### src/astf_defines.svh
`ifndef ASTF_DEFINES_SVH
`define ASTF_DEFINES_SVH
`define ASTF_MODE_OFS 16'h020C
`define ASTF_STA_OFS 16'h020E
`define ASTF_TXREG_OFS 16'h0210
`define ASTF_RXREG_OFS 16'h0212
`define ASTF_BRG_OFS 16'h0214
`define ASTF_MODE_ON_BIT 15
`define ASTF_MODE_STOP_BIT 0
`define ASTF_STA_TXISEL_BIT 15
`define ASTF_STA_BRK_BIT 11
`define ASTF_STA_TXEN_BIT 10
`define ASTF_STA_ADDEN_BIT 5
`define ASTF_STA_OVERRUN_BIT 1
`define ASTF_MODE_RST 16'h0000
`define ASTF_STA_RST 16'h0110
`define ASTF_BRG_RST 16'h0000
`define ASTF_FMT_8N 2'h0
`define ASTF_FMT_8E 2'h1
`define ASTF_FMT_8O 2'h2
`define ASTF_FMT_9N 2'h3
`define ASTF_OVS_LAST 4'hF
`define ASTF_OVS_MID 4'h7
`define ASTF_QDEPTH 3'h4
`define ASTF_RX_THR3 3'h3
`endif

### src/astf_pkg.sv
package astf_pkg;
	typedef struct packed {
		logic [15:0] addr;
		logic [15:0] wdata;
		logic wr;
		logic rd;
	} astf_bus_s;
	typedef logic [8:0] astf_char_t;
	typedef struct packed {
		logic parity_fault;
		logic framing_fault;
		astf_char_t data;
	} astf_rx_word_s;
	typedef enum logic [1:0] {RX_IDLE, RX_FRAME, RX_WAIT_HIGH} astf_rx_state_e;
endpackage

### src/astf_core.sv
// Implementation choices: strobed register access and the address map.
`timescale 1ns/1ns
`include "astf_defines.svh"
module astf_core (
	// Clock and reset.
	input wire logic core_clk,
	input wire logic sys_rst,
	// Register port.
	input astf_pkg::astf_bus_s bus_req,
	output logic [15:0] bus_rdata,
	// Serial lines.
	input wire logic serial_in_line,
	output logic serial_out_line,
	// One-cycle events that set the outside interrupt flags.
	output logic tx_irq_flag,
	output logic rx_irq_flag
);
	import astf_pkg::*;

	// Bits after the start bit: data, optional parity, stops.
	function automatic logic [3:0] frame_bits(input logic [1:0] fmt, input logic stop2);
		frame_bits = 4'd9 + {3'd0, fmt != `ASTF_FMT_8N} + {3'd0, stop2};
	endfunction

	function automatic logic par_of(input logic [1:0] fmt, input logic [7:0] d);
		par_of = (fmt == `ASTF_FMT_8O) ? ~^d : ^d;
	endfunction

	logic module_on_q, stop_count_select_q;
	logic [1:0] frame_format_select_q;
	logic tx_irq_select_q, break_force_q, tx_permit_q, adden_q, overrun_flag_q;
	logic [1:0] rx_irq_select_q;
	logic [15:0] baud_divisor_q;
	logic wr_mode, wr_sta, wr_tx, wr_brg, rd_rx, rd_sta;

	assign wr_mode = bus_req.wr && bus_req.addr == `ASTF_MODE_OFS;
	assign wr_sta = bus_req.wr && bus_req.addr == `ASTF_STA_OFS;
	assign wr_tx = bus_req.wr && bus_req.addr == `ASTF_TXREG_OFS;
	assign wr_brg = bus_req.wr && bus_req.addr == `ASTF_BRG_OFS;
	assign rd_rx = bus_req.rd && bus_req.addr == `ASTF_RXREG_OFS;
	assign rd_sta = bus_req.rd && bus_req.addr == `ASTF_STA_OFS;

	// Mode register survives a switch-off so re-enabling keeps the setup.
	always_ff @(posedge core_clk) begin
		if (sys_rst) begin
			module_on_q <= 1'b0;
			frame_format_select_q <= `ASTF_FMT_8N;
			stop_count_select_q <= 1'b0;
			baud_divisor_q <= `ASTF_BRG_RST;
		end else begin
			if (wr_mode) begin
				module_on_q <= bus_req.wdata[`ASTF_MODE_ON_BIT];
				frame_format_select_q <= bus_req.wdata[2:1];
				stop_count_select_q <= bus_req.wdata[`ASTF_MODE_STOP_BIT];
			end
			if (wr_brg) begin
				baud_divisor_q <= bus_req.wdata;
			end
		end
	end

	logic rx_push;

	always_ff @(posedge core_clk) begin
		if (sys_rst) begin
			tx_irq_select_q <= 1'b0;
			rx_irq_select_q <= 2'b00;
			adden_q <= 1'b0;
			tx_permit_q <= 1'b0;
			break_force_q <= 1'b0;
		end else begin
			if (wr_sta) begin
				tx_irq_select_q <= bus_req.wdata[`ASTF_STA_TXISEL_BIT];
				rx_irq_select_q <= bus_req.wdata[7:6];
				adden_q <= bus_req.wdata[`ASTF_STA_ADDEN_BIT];
			end
			if (!module_on_q) begin
				tx_permit_q <= 1'b0;
				break_force_q <= 1'b0;
			end else if (wr_sta) begin
				tx_permit_q <= bus_req.wdata[`ASTF_STA_TXEN_BIT];
				break_force_q <= bus_req.wdata[`ASTF_STA_BRK_BIT];
			end
		end
	end

	// Overrun: hardware set wins over a software clear in the same cycle.
	logic rx_done, rx_full;
	always_ff @(posedge core_clk) begin
		if (sys_rst || !module_on_q) begin
			overrun_flag_q <= 1'b0;
		end else if (rx_done && rx_full) begin
			overrun_flag_q <= 1'b1;
		end else if (wr_sta) begin
			overrun_flag_q <= overrun_flag_q & bus_req.wdata[`ASTF_STA_OVERRUN_BIT];
		end
	end

	// Oversampling tick at sixteen times the bit rate.
	logic [15:0] tick_cnt_q;
	logic tick;
	assign tick = module_on_q && tick_cnt_q == baud_divisor_q;
	always_ff @(posedge core_clk) begin
		if (sys_rst || !module_on_q || tick) begin
			tick_cnt_q <= 16'h0000;
		end else begin
			tick_cnt_q <= tick_cnt_q + 16'h0001;
		end
	end

	// Transmit queue and shifter.
	astf_char_t tx_mem_q [4];
	logic [1:0] tx_wptr_q, tx_rptr_q;
	logic [2:0] tx_cnt_q;
	logic tx_push, tx_load, tx_busy_q;
	logic [11:0] tx_shifter_q;
	logic [3:0] tx_bits_q, tx_ph_q;
	logic [11:0] tx_frame;
	astf_char_t tx_head;

	assign tx_head = tx_mem_q[tx_rptr_q];
	assign tx_push = wr_tx && module_on_q && tx_cnt_q != `ASTF_QDEPTH;
	assign tx_load = module_on_q && tx_permit_q && !tx_busy_q && tx_cnt_q != 3'd0;

	always_comb begin
		tx_frame = {2'b11, 1'b1, tx_head[7:0], 1'b0};
		case (frame_format_select_q)
			`ASTF_FMT_8E, `ASTF_FMT_8O: tx_frame[9] = par_of(frame_format_select_q, tx_head[7:0]);
			`ASTF_FMT_9N: tx_frame[9] = tx_head[8];
			default: tx_frame[9] = 1'b1;
		endcase
	end

	always_ff @(posedge core_clk) begin
		if (sys_rst || !module_on_q) begin
			tx_wptr_q <= 2'd0;
			tx_rptr_q <= 2'd0;
			tx_cnt_q <= 3'd0;
		end else begin
			if (tx_push) begin
				tx_mem_q[tx_wptr_q] <= bus_req.wdata[8:0];
				tx_wptr_q <= tx_wptr_q + 2'd1;
			end
			if (tx_load) begin
				tx_rptr_q <= tx_rptr_q + 2'd1;
			end
			tx_cnt_q <= tx_cnt_q + {2'd0, tx_push} - {2'd0, tx_load};
		end
	end

	// The bit timer starts cleared at load, so the start bit waits sixteen ticks before the first shift.
	always_ff @(posedge core_clk) begin
		if (sys_rst || !module_on_q) begin
			tx_busy_q <= 1'b0;
			tx_shifter_q <= 12'hFFF;
			tx_bits_q <= 4'd0;
			tx_ph_q <= 4'd0;
		end else if (tx_load) begin
			tx_busy_q <= 1'b1;
			tx_shifter_q <= tx_frame;
			tx_bits_q <= frame_bits(frame_format_select_q, stop_count_select_q) + 4'd1;
			tx_ph_q <= 4'd0;
		end else if (tx_busy_q && tick) begin
			tx_ph_q <= tx_ph_q + 4'd1;
			if (tx_ph_q == `ASTF_OVS_LAST) begin
				tx_shifter_q <= {1'b1, tx_shifter_q[11:1]};
				tx_bits_q <= tx_bits_q - 4'd1;
				if (tx_bits_q == 4'd1) begin
					tx_busy_q <= 1'b0;
				end
			end
		end
	end

	always_ff @(posedge core_clk) begin
		if (sys_rst) begin
			serial_out_line <= 1'b1;
			tx_irq_flag <= 1'b0;
		end else begin
			serial_out_line <= !break_force_q && (!tx_busy_q || tx_shifter_q[0]);
			// Break never loads the shifter, so it raises no event.
			tx_irq_flag <= tx_load && (!tx_irq_select_q || tx_cnt_q == 3'd1);
		end
	end

	// Receive side: the line is synchronised before anything looks at it.
	logic rx_s1_q, rx_s2_q;
	always_ff @(posedge core_clk) begin
		if (sys_rst) begin
			rx_s1_q <= 1'b1;
			rx_s2_q <= 1'b1;
		end else begin
			rx_s1_q <= serial_in_line;
			rx_s2_q <= rx_s1_q;
		end
	end

	astf_rx_state_e rx_state_q;
	logic [3:0] rx_ph_q, rx_idx_q, rx_last_idx, stop1_idx;
	logic [11:0] rx_shifter_q, rx_fr;
	logic rx_framing_fault, rx_parity_fault;
	astf_rx_word_s rx_word;

	assign rx_last_idx = frame_bits(frame_format_select_q, stop_count_select_q);
	assign rx_done = rx_state_q == RX_FRAME && tick && rx_ph_q == `ASTF_OVS_MID &&
		rx_idx_q == rx_last_idx;
	assign stop1_idx = (frame_format_select_q == `ASTF_FMT_8N) ? 4'd9 : 4'd10;

	always_comb begin
		rx_fr = rx_shifter_q;
		rx_fr[rx_idx_q] = rx_s2_q;
		rx_framing_fault = !rx_fr[stop1_idx] ||
			(stop_count_select_q && !rx_fr[stop1_idx + 4'd1]);
		rx_parity_fault = (frame_format_select_q == `ASTF_FMT_8E ||
			frame_format_select_q == `ASTF_FMT_8O) &&
			rx_fr[9] != par_of(frame_format_select_q, rx_fr[8:1]);
		rx_word.parity_fault = rx_parity_fault;
		rx_word.framing_fault = rx_framing_fault;
		rx_word.data = (frame_format_select_q == `ASTF_FMT_9N) ? rx_fr[9:1] : {1'b0, rx_fr[8:1]};
	end

	always_ff @(posedge core_clk) begin
		if (sys_rst || !module_on_q) begin
			rx_state_q <= RX_IDLE;
			rx_ph_q <= 4'd0;
			rx_idx_q <= 4'd0;
			rx_shifter_q <= 12'h000;
		end else begin
			case (rx_state_q)
				RX_IDLE: begin
					if (!rx_s2_q && !overrun_flag_q) begin
						rx_state_q <= RX_FRAME;
						rx_ph_q <= 4'd0;
						rx_idx_q <= 4'd0;
					end
				end
				RX_FRAME: begin
					if (tick) begin
						rx_ph_q <= rx_ph_q + 4'd1;
						if (rx_ph_q == `ASTF_OVS_MID) begin
							rx_shifter_q <= rx_fr;
							rx_idx_q <= rx_idx_q + 4'd1;
							if (rx_idx_q == 4'd0 && rx_s2_q) begin
								rx_state_q <= RX_IDLE;
							end else if (rx_done) begin
								// A break must see the line high again before a new start.
								rx_state_q <= rx_framing_fault ? RX_WAIT_HIGH : RX_IDLE;
							end
						end
					end
				end
				RX_WAIT_HIGH: begin
					if (rx_s2_q) begin
						rx_state_q <= RX_IDLE;
					end
				end
				default: rx_state_q <= RX_IDLE;
			endcase
		end
	end

	// Receive queue.
	astf_rx_word_s rx_mem_q [4];
	astf_rx_word_s rx_head;
	logic [1:0] rx_wptr_q, rx_rptr_q;
	logic [2:0] rx_cnt_q, rx_cnt_d;
	logic rx_pop, rx_avail;
	astf_char_t rx_last_q;

	assign rx_head = rx_mem_q[rx_rptr_q];
	assign rx_full = rx_cnt_q == `ASTF_QDEPTH;
	assign rx_avail = rx_cnt_q != 3'd0;
	assign rx_push = rx_done && !rx_full;
	assign rx_pop = rd_rx && rx_avail;
	assign rx_cnt_d = rx_cnt_q + {2'd0, rx_push} - {2'd0, rx_pop};

	always_ff @(posedge core_clk) begin
		if (sys_rst || !module_on_q) begin
			rx_wptr_q <= 2'd0;
			rx_rptr_q <= 2'd0;
			rx_cnt_q <= 3'd0;
			rx_irq_flag <= 1'b0;
		end else begin
			if (rx_push) begin
				rx_mem_q[rx_wptr_q] <= rx_word;
				rx_wptr_q <= rx_wptr_q + 2'd1;
			end
			if (rx_pop) begin
				rx_rptr_q <= rx_rptr_q + 2'd1;
			end
			rx_cnt_q <= rx_cnt_d;
			rx_irq_flag <= rx_push && (!rx_irq_select_q[1] ||
				(!rx_irq_select_q[0] && rx_cnt_d == `ASTF_RX_THR3) ||
				(rx_irq_select_q[0] && rx_cnt_d == `ASTF_QDEPTH));
		end
	end

	// A read of an empty queue answers with the last word taken.
	always_ff @(posedge core_clk) begin
		if (sys_rst) begin
			rx_last_q <= 9'h000;
		end else if (rx_pop) begin
			rx_last_q <= rx_head.data;
		end
	end

	always_ff @(posedge core_clk) begin
		if (sys_rst) begin
			bus_rdata <= 16'h0000;
		end else begin
			case (bus_req.addr)
				`ASTF_MODE_OFS: bus_rdata <= {module_on_q, 12'h000,
					frame_format_select_q, stop_count_select_q};
				`ASTF_STA_OFS: bus_rdata <= {tx_irq_select_q, 3'h0, break_force_q, tx_permit_q,
					tx_cnt_q == `ASTF_QDEPTH, !tx_busy_q && tx_cnt_q == 3'd0, rx_irq_select_q,
					adden_q, rx_state_q == RX_IDLE, rx_avail && rx_head.parity_fault,
					rx_avail && rx_head.framing_fault, overrun_flag_q,
					rx_avail};
				`ASTF_RXREG_OFS: bus_rdata <= {7'h00, rx_avail ? rx_head.data : rx_last_q};
				`ASTF_BRG_OFS: bus_rdata <= baud_divisor_q;
				default: bus_rdata <= 16'h0000;
			endcase
		end
	end
endmodule // astf_core

### config.mk
export PLATFORM = sky130hd
export DESIGN_NAME = astf_core
export DESIGN_NICKNAME = d
export VERILOG_FILES = /design/src/astf_pkg.sv /design/src/astf_core.sv
export VERILOG_INCLUDE_DIRS = /design/src
export SDC_FILE = /design/constraint.sdc
export NUM_CORES = 1
export LEC_CHECK = 0
export BUFFER_PORTS_ARGS = -buffer_cell sky130_fd_sc_hd__buf_2
export CORE_UTILIZATION = 65
export CTS_CLUSTER_DIAMETER = 40
export CTS_CLUSTER_SIZE = 24
export DETAILED_ROUTE_END_ITERATION = 10
export GPL_TIMING_DRIVEN = 0
export PLACE_DENSITY = 0.85
export SKIP_CTS_REPAIR_TIMING = 1
export SYNTH_ARGS = -nofsm -noshare
export SYNTH_HDL_FRONTEND = slang
export SYNTH_SLANG_ARGS = --single-unit
### constraint.sdc
create_clock -name core_clk -period 4.7 [get_ports core_clk]
set_clock_uncertainty 0.15 [all_clocks]
set_input_delay 0.235 -clock core_clk [delete_from_list [all_inputs] [get_ports core_clk]]
set_output_delay 0.235 -clock core_clk [all_outputs]
set_load 0.02 [all_outputs]
## Word-level counts from Yosys, hierarchy flattened

Memory sizes are Yosys's and may differ from the RTL's. A register that Yosys moved wholly into a read port is not among the register bits.
Index checks and enable logic that the tools add are counted.

| cells by class | value |
|---|---|
| add/sub/neg operators | 17 |
| magnitude comparators | 4 |
| equal/unequal tests | 27 |
| mux-type cells | 50 |
| bitwise logic cells | 2 |
| reductions and logical operators | 75 |

Operators by type and width:

| kind | count |
|---|---|
| 16-bit by 10-bit == test with 1-bit output (second input constant) | 5 |
| 16-bit one-hot mux with 4 select lines | 1 |
| 1-bit logical AND | 31 |
| 10-bit 2-to-1 mux | 3 |
| 4-bit 2-to-1 mux | 7 |
| 2-bit 2-to-1 mux | 12 |
| 4-bit by 1-bit adder with 4-bit output (second input constant) | 5 |
| 9-bit 2-to-1 mux | 2 |
| 1-bit 2-to-1 mux | 17 |
| 16-bit by 1-bit adder with 16-bit output (second input constant) | 1 |
| 16-bit == test | 1 |
| 4-bit one-hot mux with 2 select lines | 2 |
| 8-bit XNOR reduction | 2 |
| 8-bit XOR reduction | 2 |
| 4-bit by 5-bit less-than comparator with 1-bit output (second input constant) | 3 |
| 12-bit bitwise mux | 1 |
| 2-bit nonzero test | 6 |
| 1-bit zero test | 11 |
| 3-bit == test (second input constant) | 3 |
| 3-bit AND reduction | 3 |
| 2-bit by 1-bit adder with 2-bit output (second input constant) | 4 |
| 1-bit binary-select mux with 4-bit select | 2 |
| 1-bit logical OR | 8 |
| 3-bit by 1-bit adder with 3-bit output | 2 |
| other kinds (31) | 41 |

| word-level totals | value |
|---|---|
| register bits | 128 |
| memory bits (writable) | 80 |
| input bits | 37 |
| output and inout bits | 19 |
| logic and storage cells | 209 |
| memories | 2 |

Memories:

| name | words | width | rd ports | clocked after Yosys merged registers in | wr ports | RTL line | source |
|---|---|---|---|---|---|---|---|
| rx_mem_q | 4 | 11 | 1 | 1 | 1 | astf_core.sv:263 | `astf_rx_word_s rx_mem_q [4];` |
| tx_mem_q | 4 | 9 | 1 | 1 | 1 | astf_core.sv:112 | `astf_char_t tx_mem_q [4];` |

## Depth between registers and ports, before layout

| depth | value |
|---|---|
| depth in word-level cells | 16 |
| mapped depth | 14 |
| mapped depth without buffers | 13 |

## Worst setup path before layout

No wires, ideal clock.

| timing | value |
|---|---|
| path kind | input -> register |
| start | input bus_req[28] in the netlist's numbering |
| end | register rx_irq_flag |
| setup time | 0.058 ns |
| arrival | 2.783 ns |
| setup slack | 1.709 ns |
| stages on the path | 12 |
| path through | nor4_1 > nand4_1 > nor3_1 > nand3_1 > buf_1 > inv_1 > ha_1 > inv_1 > ha_1 > fa_1 > nor4b_1 > o21a_1 |

| between the ends | value |
|---|---|
| word-level cells in the longest chain between the ends | 9 |
| elaborated cells on any way between the ends | 11 |
| classes of those cells | add/sub: 1; eq/ne: 3; reduce/logical: 7 |

RTL lines:

| item | RTL line | source |
|---|---|---|
| from (decl) | astf_core.sv:9 | `input astf_pkg::astf_bus_s bus_req,` |
| 16-bit by 10-bit == test with 1-bit output * | n/a |  |
| 1-bit logical AND (no line) * | n/a |  |
| 1-bit logical AND * | astf_core.sv:274 | `assign rx_pop = rd_rx && rx_avail;` |
| via rx_pop | astf_core.sv:267 | `logic rx_pop, rx_avail;` |
| 3-bit by 1-bit subtractor with 3-bit output * | astf_core.sv:275 | `assign rx_cnt_d = rx_cnt_q + {2'd0, rx_push} - {2'd0, rx_pop};` |
| via rx_cnt_d[1] | astf_core.sv:266 | `logic [2:0] rx_cnt_q, rx_cnt_d;` |
| 3-bit by 2-bit == test with 1-bit output (no line) | n/a |  |
| 1-bit logical AND (no line) | n/a |  |
| 1-bit logical OR | astf_core.sv:292 | `rx_irq_flag <= rx_push && (!rx_irq_select_q[1] \|\|` |
| 1-bit logical OR * | astf_core.sv:292 |  |
| 1-bit logical AND * | astf_core.sv:292 |  |
| to (signal assigned) | astf_core.sv:292 |  |
| to (decl) | astf_core.sv:16 | `output logic rx_irq_flag` |

The timed path passes the listed nets; every way through them passes the cells marked *.
A chain may end at the register's enable or synchronous reset.

## Worst setup path in the final report

| timing | value |
|---|---|
| start | register baud_divisor_q[1] |
| end | register rx_irq_flag |

| between the ends | value |
|---|---|
| word-level cells in the longest chain between the ends | 13 |
| elaborated cells on any way between the ends | 15 |
| classes of those cells | add/sub: 2; eq/ne: 3; reduce/logical: 10 |

RTL lines:

| item | RTL line | source |
|---|---|---|
| from (decl) | astf_core.sv:33 | `logic [15:0] baud_divisor_q;` |
| from (signal assigned) | astf_core.sv:49 | `` baud_divisor_q <= `ASTF_BRG_RST; `` |
| from (signal assigned) | astf_core.sv:57 | `baud_divisor_q <= bus_req.wdata;` |
| 16-bit == test * | astf_core.sv:102 | `assign tick = module_on_q && tick_cnt_q == baud_divisor_q;` |
| 1-bit logical AND * | astf_core.sv:102 |  |
| 1-bit logical AND * | astf_core.sv:205 | `` assign rx_done = rx_state_q == RX_FRAME && tick && rx_ph_q == `ASTF_OVS_MID && `` |
| 1-bit logical AND (no line) * | n/a |  |
| 1-bit logical AND * | astf_core.sv:205 |  |
| 1-bit logical AND * | astf_core.sv:273 | `assign rx_push = rx_done && !rx_full;` |
| via rx_push | astf_core.sv:62 | `logic rx_push;` |
| 3-bit by 1-bit adder with 3-bit output * | astf_core.sv:275 |  |
| 3-bit by 1-bit subtractor with 3-bit output * | astf_core.sv:275 |  |
| via rx_cnt_d[1] | astf_core.sv:266 |  |
| 3-bit by 2-bit == test with 1-bit output (no line) | n/a |  |
| 1-bit logical AND (no line) | n/a |  |
| 1-bit logical OR | astf_core.sv:292 |  |
| 1-bit logical OR * | astf_core.sv:292 |  |
| 1-bit logical AND * | astf_core.sv:292 |  |

Marks and branches as above.

==> results.tsv <==
metric	value	unit
status	complete, but fails checks	
failing checks	hold timing	
Peak Freq	0.282	GHz
Seq pwr share	0.483	
CP top delay family	simple AND/OR/NAND/NOR gates	
# diodes	0	
Slew HR	0.233	
worst path buffer plus inverter count	1	
sw frac	0.233	
Pwr Density	361	mW/mm^2
Pins Over Slew Limit	0	
IO buf count	53	
CTS clk-pin slew, worst paths	0.08	ns
Fin Setup TNS	0	ns
number of distinct library cells after synthesis	55	
FF-to-FF path depth	8	
grt ovf	0	
DRC	0	
# IOs	56	
YS warnings	0	
FFs w/ async S/R, synth	0	
critical hold path startpoint	bus_req[1]	
EDFF count, synth	80	
post-route ant nets	0	
Inserted Clock Buffers	26	
Nets	1014	
fin util	0.778	
Mapped Cells	849	
Total Routing Usage GR	0.298	
Tcrit/Tclk final	0.754	
clk sinks	211	
cells along the critical path	inv_1 -> a222oi_1 -> nand4_1 -> nor4_2 -> ha_1 -> fa_1 -> nor4b_1 -> o21a_1	
final setup fails	0	
clk root buf	clkbuf_16	
Die Y	122	um
crit end category	register	
RSZ-0062 raised after global routing	false	
Hold Fails Final Rpt	2	
Critical Path Max Stage Delay	0.66	ns
core area	0.0139	sq mm
largest net degree at the start of global routing	20	
Worst Path Required	5.01	ns
Worst Tran Pin Value	1.14	ns
Place WS	1.17	ns
Mapped Avg Cell Area	11.0	sq um
Clock Path Buffers	3	
crit path max fanout	8	
Hold Path Depth	3	
VDD IR-drop max	0.000318	V
share of cells above drive strength 1	0.148	
Critical Path AT	3.85	ns
P_int	3000	uW
P_leak	0.00423	uW
Slowest-stage cell, CP	a222oi_1	
H-tree depth	1	
Reg-to-Reg End	rx_irq_flag	
fin cells	1148	
full die area	0.0148	sq mm
drt via density	6.06	
MaxCap Viol Count	0	
Logic pwr share	0.014	
initial DRC count	679	
Clock power frac	0.503	
post-route cell area	0.0108	sq mm
final estimated routing congestion in global placement	0.883	
initial antenna violation count	0	
vias in the first global route	6543	
Placed Cells	1082	
row cnt	43	
first-pass GRT wire length	33500	um
Routed WL	22300	um
die width	122	um
number of synthesized register bits	211	
Psw	913	uW
area grow syn2layout	16.5	%
wire length per cell	19.4	um
Starting Density	0.667	
CP Launch Type	register	
final worst slack	1.16	ns
Post-DP Area	0.00979	sq mm
hold_ws	-0.0150	ns
vias	6952	
Top FF cell, synth	dfxtp_1	
post-synthesis sequential area ratio	0.540	
First-pass DRT Iterations	6	
syn nets	915	
WS Path Type	reg -> reg	
Tmin final	3.54	ns
Hold Path End	rx_irq_select_q[0]	
CTS tree	built	
Worst R2R Setup Slack	1.16	ns
class of the worst hold path	in -> reg	
Worst R2R Start	baud_divisor_q[1]	
Clock Latency Late Sink	0.54	ns
DPL Wire Length	14900	um
mapped cell area	0.00930	sq mm
[area by class of cell]
class	count	area [sq um]
sequential	211	5020
timing repair buffer	71	445
buffer	41	169
clock buffer	28	668
fill	849	3100
multi-input combinational	559	3960
clock inverter	20	199
tap	180	225
inverter	38	143
[registers in the layout, summed over array words and instances, names as in the netlist, 2 cells and up, named ones only]
register               flops
rx_irq_select_q            2
rx_last_q                  9
tx_bits_q                  4
tx_cnt_q                   3
rx_wptr_q                  2
rx_ph_q                    4
baud_divisor_q            16
bus_rdata                 16
rx_rptr_q                  2
frame_format_select_q      2
tx_rptr_q                  2
tx_shifter_q              10
tx_mem_q                  36
tx_ph_q                    4
rx_shifter_q              11
rx_idx_q                   4
tick_cnt_q                16
rx_state_q                 2
rx_cnt_q                   3
tx_wptr_q                  2
rx_mem_q                  44
[cell usage after synthesis (6+ instances only)]
cell	number	area share
dfxtp_1	131	0.28
nor2_1	92	0.037
edfxtp_1	80	0.26
nand2_1	80	0.032
a21oi_1	42	0.023
inv_1	38	0.015
xnor2_1	32	0.030
clkbuf_1	31	0.013
mux2i_1	31	0.033
nand3_1	30	0.016
xor2_1	28	0.026
ha_1	27	0.036
mux4_2	20	0.048
and3_1	18	0.012
o21ai_0	17	0.0091
nand4_1	12	0.0081
nor3_1	12	0.0065
nand3b_1	11	0.0089
a211oi_1	10	0.0081
a22oi_1	8	0.0065
a222oi_1	7	0.0075
and2_1	7	0.0047
a211oi_2	6	0.0081
nand2b_1	6	0.0040
nor3b_1	6	0.0048
[cell usage in the layout, fill, tap and decap left out, types with 8 or more instances in the layout]
cell type	instances
nand3_1	30
a211oi_1	10
and3_1	18
buf_2	58
dlygate4sd3_1	18
o21ai_0	17
nand3b_1	11
xor2_1	28
mux4_2	20
a21oi_1	42
clkbuf_16	26
clkbuf_1	32
edfxtp_1	80
nand2_1	80
a22oi_1	8
nor3_1	12
inv_1	38
dfxtp_1	131
xnor2_1	32
mux2i_1	31
nand4_1	12
nor2_1	92
ha_1	27
[stage by stage]
stage	hold slack (ns)	power (uW)
floorplan	0.184	1940
global placement	0.272	1970
detailed placement	0.272	1970
CTS	-0.265	3900
global route	0.0113	3980
finish	-0.0150	3910
[kinds of logic (layout without fill, tap and decap cells)]
kind of cell | Yosys count | count (layout) | share of synthesized area
buf+inv | 79 | 198 | 0.0335
mux | 51 | 51 | 0.0818
fa+ha+maj | 29 | 29 | 0.0406
flops | 211 | 211 | 0.540
simple gates | 308 | 308 | 0.166
xor+xnor | 62 | 62 | 0.0614
compound gates | 109 | 109 | 0.0763
[tightest hold or removal path, cell delays in order]
cell and delay [ns]:
clkbuf_1 0.20, nand3_1 0.14, a21oi_1 0.06
[worst max path at each step]
stage,slack [ns],end,start,cells past startpoint
final,1.16,rx_irq_flag,baud_divisor_q[1],8
after global routing,0.99,rx_irq_flag,tick_cnt_q[2],8
after CTS,1.28,rx_irq_flag,tick_cnt_q[2],8
after detailed placement,1.17,rx_irq_flag,bus_req[28],13
after global placement,1.19,rx_irq_flag,bus_req[28],13
after floorplan,1.71,rx_irq_flag,bus_req[28],12
[routing by layer]
layer | wire length [um] | GRT usage
met4 | 798 | 0.121
met2 | 10800 | 0.504
met5 | 0 | 0
met3 | 1560 | 0.0473
met1 | 9110 | 0.382
[power by group through the flow]
stage	Clock, uW	Combinational, uW	Sequential [uW]
floorplan	0	11.7	1930
global placement	0	40.8	1930
detailed placement	0	40.6	1930
CTS	1970	41.3	1890
global route	2040	57.2	1890
finish	1970	54.6	1890
(Power assumes the default switching activity.)
